### src/rcwl_consts.vh
`ifndef RCWL_CONSTS_VH
`define RCWL_CONSTS_VH

// Flash configuration word addresses, 64 KB variant (program word address)
`define RCWL_CW1_ADDR 24'h00abfe
`define RCWL_CW2_ADDR 24'h00abfc
// Largest variant word 1 location
`define RCWL_CW1_ADDR_LARGE 24'h0157fe
// Configuration space window and base of the configuration bits
`define RCWL_CFG_SPACE_LO 24'h800000
`define RCWL_CFG_SPACE_HI 24'hffffff
`define RCWL_CFG_BASE 24'hf80000
// Unpacked configuration register count and stride (words of two addresses)
`define RCWL_CFG_REGS 5
`define RCWL_CFG_STRIDE 24'h000002
// Flash word layout: 24-bit word, upper byte unimplemented
`define RCWL_WORD_W 24
`define RCWL_CFG_BITS 16
// Erased (unprogrammed) value of configuration storage
`define RCWL_ERASED 16'hffff
// Flash read latency in cycles
`define RCWL_FLASH_LAT 4'h2

`endif

### src/rcwl_cfg_reg.v
`timescale 1ns/100ps
`default_nettype none

// One volatile configuration register, loaded by the reset sequencer
module rcwl_cfg_reg #(
  parameter W = 16,
  parameter [W-1:0] INIT = {W{1'b1}}
) (
  // Clock and reset
  input wire i_ref_clk,
  input wire i_sys_rst,
  // Load and table write
  input wire i_load,
  input wire [W-1:0] i_load_data,
  input wire i_wr,
  input wire [W-1:0] i_wr_data,
  // Stored value
  output wire [W-1:0] o_value
);

  reg [W-1:0] value_ff;

  // Power-up content is the erased pattern; loader has priority over writes
  always @(posedge i_ref_clk or posedge i_sys_rst) begin
    if (i_sys_rst) begin
      value_ff <= INIT;
    end else if (i_load) begin
      value_ff <= i_load_data;
    end else if (i_wr) begin
      value_ff <= i_wr_data;
    end
  end

  assign o_value = value_ff;

endmodule // rcwl_cfg_reg

`default_nettype wire

### src/rcwl_loader.v
// Contract
// - Configuration bit reads 0 when programmed, 1 when left unprogrammed.
// - Configuration bits map into program space starting at F80000h.
// - Configuration space 800000h-FFFFFFh reachable only by table reads and writes.
// - Configuration storage is volatile and reloaded after every power-up.
// - Source words sit at top of flash: 00ABFEh, 00ABFCh; largest 0157FEh.
// - Two packed flash words unpack into five configuration registers.
// - Flash words copy into configuration registers on every kind of reset.
// - Upper byte holds no configuration bits; ones written there do nothing.
`timescale 1ns/100ps
`default_nettype none
`include "rcwl_consts.vh"

module rcwl_loader #(
  parameter [23:0] CW1_ADDR = `RCWL_CW1_ADDR,
  parameter [23:0] CW2_ADDR = `RCWL_CW2_ADDR,
  parameter [3:0] FLASH_LAT = `RCWL_FLASH_LAT
) (
  // Clock and reset
  input wire i_ref_clk,
  input wire i_sys_rst,
  // Any device reset source (POR, BOR, WDT, MCLR, software)
  input wire i_dev_rst_req,
  // Flash read port
  output wire o_fl_rd,
  output wire [23:0] o_fl_addr,
  input wire [23:0] i_fl_data,
  // Table access port from the core
  input wire i_tbl_rd,
  input wire i_tbl_wr,
  input wire [23:0] i_tbl_addr,
  input wire [15:0] i_tbl_wdata,
  output wire [15:0] o_tbl_rdata,
  output wire o_tbl_err,
  // Ordinary fetch or data access address check
  input wire i_bus_acc,
  input wire [23:0] i_bus_addr,
  output wire o_bus_block,
  // Unpacked configuration and core reset
  output wire [79:0] o_cfg,
  output wire o_core_rst,
  output wire o_cfg_valid
);

  ////////////////////////////////////////////////////////////////////////
  // Sequencer states
  localparam [2:0] ST_IDLE = 3'h0;
  localparam [2:0] ST_RD1 = 3'h1;
  localparam [2:0] ST_WT1 = 3'h2;
  localparam [2:0] ST_RD2 = 3'h3;
  localparam [2:0] ST_WT2 = 3'h4;
  localparam [2:0] ST_LOAD = 3'h5;
  localparam [2:0] ST_DONE = 3'h6;

  reg [2:0] state_ff, nxt_state;
  reg [3:0] lat_ff, nxt_lat;
  reg [15:0] w1_ff, nxt_w1;
  reg [15:0] w2_ff, nxt_w2;
  reg [23:0] addr_ff, nxt_addr;
  reg rd_ff, nxt_rd;
  reg core_rst_ff, nxt_core_rst;
  reg [15:0] tbl_rdata_ff, nxt_tbl_rdata;
  reg tbl_err_ff, nxt_tbl_err;

  ////////////////////////////////////////////////////////////////////////
  // Reset-time load sequence
  always @* begin
    nxt_state = state_ff;
    nxt_lat = lat_ff;
    nxt_w1 = w1_ff;
    nxt_w2 = w2_ff;
    nxt_addr = addr_ff;
    nxt_rd = 1'b0;
    nxt_core_rst = core_rst_ff;
    if (i_dev_rst_req) begin
      // Any reset restarts the copy, core held meanwhile
      nxt_state = ST_RD1;
      nxt_core_rst = 1'b1;
    end else begin
      case (state_ff)
        ST_IDLE: begin
          nxt_state = ST_RD1; // Power-up reload of volatile storage
        end
        ST_RD1: begin
          nxt_addr = CW1_ADDR;
          nxt_rd = 1'b1;
          nxt_lat = FLASH_LAT;
          nxt_state = ST_WT1;
        end
        ST_WT1: begin
          if (lat_ff == 4'h0) begin
            nxt_w1 = i_fl_data[15:0]; // Upper byte dropped
            nxt_state = ST_RD2;
          end else begin
            nxt_lat = lat_ff - 4'h1;
          end
        end
        ST_RD2: begin
          nxt_addr = CW2_ADDR;
          nxt_rd = 1'b1;
          nxt_lat = FLASH_LAT;
          nxt_state = ST_WT2;
        end
        ST_WT2: begin
          if (lat_ff == 4'h0) begin
            nxt_w2 = i_fl_data[15:0];
            nxt_state = ST_LOAD;
          end else begin
            nxt_lat = lat_ff - 4'h1;
          end
        end
        ST_LOAD: begin
          nxt_state = ST_DONE;
        end
        ST_DONE: begin
          nxt_core_rst = 1'b0; // Release only after load
        end
        default: begin
          nxt_state = ST_IDLE;
        end
      endcase
    end
  end

  // State, latency count and captured flash words
  always @(posedge i_ref_clk or posedge i_sys_rst) begin
    if (i_sys_rst) begin
      state_ff <= ST_IDLE;
      lat_ff <= 4'h0;
      w1_ff <= `RCWL_ERASED;
      w2_ff <= `RCWL_ERASED;
      addr_ff <= 24'h000000;
      rd_ff <= 1'b0;
      core_rst_ff <= 1'b1;
    end else begin
      state_ff <= nxt_state;
      lat_ff <= nxt_lat;
      w1_ff <= nxt_w1;
      w2_ff <= nxt_w2;
      addr_ff <= nxt_addr;
      rd_ff <= nxt_rd;
      core_rst_ff <= nxt_core_rst;
    end
  end

  ////////////////////////////////////////////////////////////////////////
  // Unpacking into five configuration registers
  wire load = (state_ff == ST_LOAD);
  wire [79:0] packed_src;
  // Erased bits stay 1 (unprogrammed), programmed bits arrive as 0
  assign packed_src = {w2_ff[15:8], 8'hff, w2_ff[7:0], 8'hff, w1_ff[15:8], 8'hff,
                       w1_ff[7:0], 8'hff, 16'hffff};

  // Table address decode over the configuration bits region
  wire in_cfg_space = (i_tbl_addr >= `RCWL_CFG_SPACE_LO);
  wire [23:0] cfg_off = i_tbl_addr - `RCWL_CFG_BASE;
  wire cfg_hit = in_cfg_space && (i_tbl_addr >= `RCWL_CFG_BASE) &&
                 (cfg_off[23:1] < 23'h5) && !cfg_off[0];
  wire [2:0] cfg_idx = cfg_off[3:1];

  genvar g;
  generate
    for (g = 0; g < `RCWL_CFG_REGS; g = g + 1) begin : g_reg
      rcwl_cfg_reg #(
        .W(`RCWL_CFG_BITS),
        .INIT(`RCWL_ERASED)
      ) u_reg (
        .i_ref_clk(i_ref_clk),
        .i_sys_rst(i_sys_rst),
        .i_load(load),
        .i_load_data(packed_src[g*16 +: 16]),
        .i_wr(i_tbl_wr && cfg_hit && (cfg_idx == g)),
        .i_wr_data(i_tbl_wdata),
        .o_value(o_cfg[g*16 +: 16])
      );
    end
  endgenerate

  ////////////////////////////////////////////////////////////////////////
  // Table read data and error flag
  always @* begin
    nxt_tbl_rdata = tbl_rdata_ff;
    nxt_tbl_err = 1'b0;
    if (i_tbl_rd || i_tbl_wr) begin
      if (cfg_hit) begin
        nxt_tbl_rdata = i_tbl_rd ? o_cfg[cfg_idx*16 +: 16] : tbl_rdata_ff;
      end else if (in_cfg_space) begin
        nxt_tbl_rdata = 16'h0000;
        nxt_tbl_err = i_tbl_wr;
      end
    end
  end

  // Read data holds between reads except that a read or write to unmapped configuration space clears it; error flag is a one-cycle pulse
  always @(posedge i_ref_clk or posedge i_sys_rst) begin
    if (i_sys_rst) begin
      tbl_rdata_ff <= 16'h0000;
      tbl_err_ff <= 1'b0;
    end else begin
      tbl_rdata_ff <= nxt_tbl_rdata;
      tbl_err_ff <= nxt_tbl_err;
    end
  end

  // Non-table accesses into configuration space are blocked
  assign o_bus_block = i_bus_acc && (i_bus_addr >= `RCWL_CFG_SPACE_LO);

  // Outputs straight from flops; o_cfg_valid is decoded from state_ff
  assign o_fl_rd = rd_ff;
  assign o_fl_addr = addr_ff;
  assign o_tbl_rdata = tbl_rdata_ff;
  assign o_tbl_err = tbl_err_ff;
  assign o_core_rst = core_rst_ff;
  assign o_cfg_valid = (state_ff == ST_DONE);

endmodule // rcwl_loader

`default_nettype wire

### config.mk
export PLATFORM = sky130hd
export DESIGN_NAME = rcwl_loader
export DESIGN_NICKNAME = d
export VERILOG_FILES = /design/src/rcwl_cfg_reg.v /design/src/rcwl_loader.v
export VERILOG_INCLUDE_DIRS = /design/src /design/src/src
export SDC_FILE = /design/constraint.sdc
export NUM_CORES = 1
export LEC_CHECK = 0
export ABC_AREA = 1
export BUFFER_PORTS_ARGS = -buffer_cell sky130_fd_sc_hd__buf_2
export CAP_MARGIN = 20
export CORE_MARGIN = 2
export CORE_UTILIZATION = 40
export DETAILED_ROUTE_END_ITERATION = 7
export SLEW_MARGIN = 25
export SYNTH_ARGS = -nofsm -noshare
export SYNTH_HDL_FRONTEND = slang
export SYNTH_SLANG_ARGS = --single-unit
### constraint.sdc
create_clock -name i_ref_clk -period 6.3 [get_ports i_ref_clk]
set_input_delay 0.945 -clock i_ref_clk [delete_from_list [all_inputs] [get_ports i_ref_clk]]
set_output_delay 0.945 -clock i_ref_clk [all_outputs]
set_load 0.02 [all_outputs]
==> impl.org <==
** Worst setup path
- Worst Setup Path Type :: input pin to flip-flop
- Arrival time worst endpoint :: 3740 ps
- Critical Path Start :: i_tbl_addr[2]
- The worst setup path is launched from an input pin.
- The worst register-to-register path has a setup slack of 3710 ps.
- At the worst endpoint, the required time is 6660 ps.
- Capture point of the worst reg-to-reg path :: g_reg[0].u_reg.o_value[10]$_DFFE_PP1P_
- The startpoint identified for the worst register-to-register timing path is state_ff[0]$_DFFE_PP0P_.
- In this run the worst path has a maximum fanout of 21.
- The worst register-to-register path has a depth of 7.
- STA classifies the critical path endpoint as a flip-flop.

** STA
- RSZ-0062 raised after global routing :: false
- For the pin with the worst max-slew slack, the measured transition is 926 ps.
- The clock arrives with 9.83 ps of skew.
- The number of hold violations in the final report came to 0.
- The total count of max-transition violations in the final report came to 0.
- Final worst path period share :: 53.5%
- Final setup vio count :: 0
- Static timing analysis puts the maximum clock frequency at 296 MHz.
- In this run the tightest slew margin relative to its limit is 38.3%.
- Worst-case hold slack :: 484 ps
- For the finished layout, the period the worst path requires is 3370 ps.
- Adding up every negative setup slack in the final design gives 0 ps.

** Clocking
- In this run the clock root is driven by a sky130_fd_sc_hd__clkbuf_16.
- Number of buffers added by the clock tree synthesis step :: 17
- Setup fix buffers added after clock tree synthesis :: 0
- Post-CTS Hold Buffers :: 0
- After clock tree synthesis, the clock-pin slew on the worst setup and hold paths is 60 ps.
- CTS saw 140 sinks.
- The number of gates resized after CTS was 0.
- CTS H-Tree Depth :: 4
- CTS max path bufs :: 2
- TritonCTS built the clock tree.
- Clock Latency Late Sink :: 430 ps

** GRT
- Antenna violations before repair :: 0
- Total congestion overflow :: 0
- Total routing resource utilization after global routing :: 22.7%
- Wire length of the first global-routing pass :: 34300 um
- Pin count of the biggest net entering global routing :: 93
- The via count of the first global-routing pass came to 6198.

** Logic synthesis
- Post-synth cell types :: 28
- The synthesized design contains 140 register bits.
- Post-synth top area share :: 40.4%
- In this run the cell area of the synthesized design comes to 7350 um2.
- Count of yosys warnings during synthesis :: 0
- Proportion of synthesized chip area in sequential cells :: 49.6%
- Ranked by total cell area, the synthesized netlist is headed by sky130_fd_sc_hd__dfstp_2 40%, sky130_fd_sc_hd__nand2_1 18%, sky130_fd_sc_hd__dfrtp_1 9.2%.
- Post-synthesis cell type with the largest combined area :: sky130_fd_sc_hd__dfstp_2
- Synthesis produced 977 cells.
- Mean instance size in the synthesized netlist :: 7.52 um2

** Power
- Cell internal power was estimated by the tool at 2.64 mW.
- Gate power share :: 35.9%
- Clk pwr share :: 22.4%
- Sequential cells burn 41.7% of the power.
- Power per Cell Area :: 499 nW/um2
- Summed over all cells, the static leakage comes to 4.77 nW.
- The completed layout was analyzed and its total power is 4.39 mW.
- VDD sags by at most 0.249 mV.
- Switching power total :: 1.76 mW
- Net Sw Frac :: 40.0%

** Floorplan
- I/O Pins :: 219
- Die Height :: 140 um
- The floorplan step defined a die boundary enclosing 19500 um2.
- Area of the core :: 18000 um2
- # rows :: 49
- The initial utilization of the core area, before any placement, comes to 40.8%.
- From left edge to right edge, the die measures 140 um.

** Final layout
- In the layout the commonest cells are 349 x sky130_fd_sc_hd__nand2_1, 175 x sky130_fd_sc_hd__buf_2, 124 x sky130_fd_sc_hd__inv_1, 121 x sky130_fd_sc_hd__nand3_1, 113 x sky130_fd_sc_hd__dfstp_2.
- Final core utilization :: 48.8%
- Fraction of layout cells with a size suffix above 1 :: 30.7%
- In the final design database the tool counted 1218 nets.
- Area overhead of the layout relative to synthesis :: 19.8%
- The filler cells instantiated in the layout total 1872.
- Leading cell type in the layout, fill and taps excluded :: sky130_fd_sc_hd__nand2_1

** Placement
- Routability Congestion :: 0.859
- I/O Buffers :: 175
- The HPWL after detailed placement is 15400 um.

** Worst hold path
- Origin of the worst min-delay path :: o_fl_addr[1]$_DFFE_PP0P_
- In this run the worst hold path is classified as flip-flop to flip-flop.
- The worst hold path passes through 2 cells.
- The path with the worst hold slack has its endpoint at o_fl_addr[1]$_DFFE_PP0P_.

** Routing
- Number of detailed-route iterations in the first pass :: 5
- Via count :: 6640
- After detailed routing, the average wire length per cell comes to 16.2 um.
- First-iteration detailed-routing DRC count :: 531
- For this run, design rule violations remaining after detail routing come to 0.
- Number of nets still failing antenna checks after routing :: 0
- For this block, the routed nets add up to 22000 um of wire.
- Avg Vias per Cell :: 4.86

** Run
- Across the run, the number of max-cap violations was 0.

** Status
- Run status :: finished clean
## cells by family after synthesis
logic type      synth area share (%)
other cells                   0.0510
xor+xnor                       0.119
buf+inv                         11.6
fa+ha+maj                      0.340
simple gates                    32.0
compound gates                  6.38
flops                           49.6
## critical path, cell delays in order
cell	delay, ps
sky130_fd_sc_hd__buf_2	130
sky130_fd_sc_hd__nor2_2	500
sky130_fd_sc_hd__inv_2	230
sky130_fd_sc_hd__nand2_1	120
sky130_fd_sc_hd__nand3_2	80
sky130_fd_sc_hd__nor2_4	480
sky130_fd_sc_hd__nand3_2	530
sky130_fd_sc_hd__nand2_2	510
sky130_fd_sc_hd__nand2_1	100
sky130_fd_sc_hd__nand2_1	80
## layout make-up
type | instances | area [um2] | share of cell area (%)
inverter | 126 | 478 | 5.43
clock inverter | 9 | 85.1 | 0.966
tap | 229 | 287 | 3.25
clock buffer | 23 | 499 | 5.67
antenna | 1 | 2.50 | 0.0284
timing repair buffer | 179 | 906 | 10.3
multi-input combinational | 658 | 2900 | 33.0
sequential | 140 | 3640 | 41.4
## Yosys cell counts (all sizes together)
cell type,n
a21oi,3
a31oi,1
buf,48
clkbuf,16
conb,1
dfrtp,27
dfstp,113
ha,2
inv,126
nand2,357
nand3,127
nand4,1
nor2,54
nor3,3
o21a,1
o21ai,88
or2,8
xor2,1
## worst max-delay path by stage
| stage | slack, ps | end |
|---|---|---|
| after detailed placement | 2520 | g_reg[3].u_reg.o_value[1]$_DFFE_PP1P_ |
| after global routing | 2740 | g_reg[3].u_reg.o_value[3]$_DFFE_PP1P_ |
| after global placement | 2570 | g_reg[3].u_reg.o_value[12]$_DFFE_PP1P_ |
| after CTS | 2960 | g_reg[3].u_reg.o_value[0]$_DFFE_PP1P_ |
| final | 2930 | g_reg[3].u_reg.o_value[0]$_DFFE_PP1P_ |
| after floorplan | 1790 | lat_ff[0]$_DFFE_PP0P_ |
## stage by stage
step	cells	instance area (um2)	worst slack, ps
floorplan	988	7390	1790
global placement	1332	8220	2570
detailed placement	1332	8220	2520
CTS	1364	8800	2960
global route	1364	8800	2740
finish	1365	8800	2930
## power by group through the flow
stage | registers [mW] | clock network, mW | logic, mW
detailed placement | 1.84 | 0 | 1.58
floorplan | 2.11 | 0 | 0.728
global route | 1.88 | 1.04 | 1.75
finish | 1.83 | 0.983 | 1.58
CTS | 1.83 | 0.999 | 1.59
global placement | 1.83 | 0 | 1.55
## per-layer routing
| layer | up-vias | wire [um] | GRT usage, % |
|---|---|---|---|
| met2 | 198 | 10400 | 36.3 |
| li1 | 3298 | - | - |
| met1 | 3118 | 9900 | 31.9 |
| met5 | - | 0 | 0 |
| met3 | 26 | 1350 | 3.89 |
| met4 | 0 | 414 | 7.00 |
## registers in the layout, summed over array words and instances, names as in the netlist, 2 cells and up
signal / count
state_ff: 3
g.u_reg.o_value: 80
w1_ff: 16
o_fl_addr: 2
o_tbl_rdata: 16
w2_ff: 16
lat_ff: 4
Note: power is estimated with default switching activity, not from simulation.
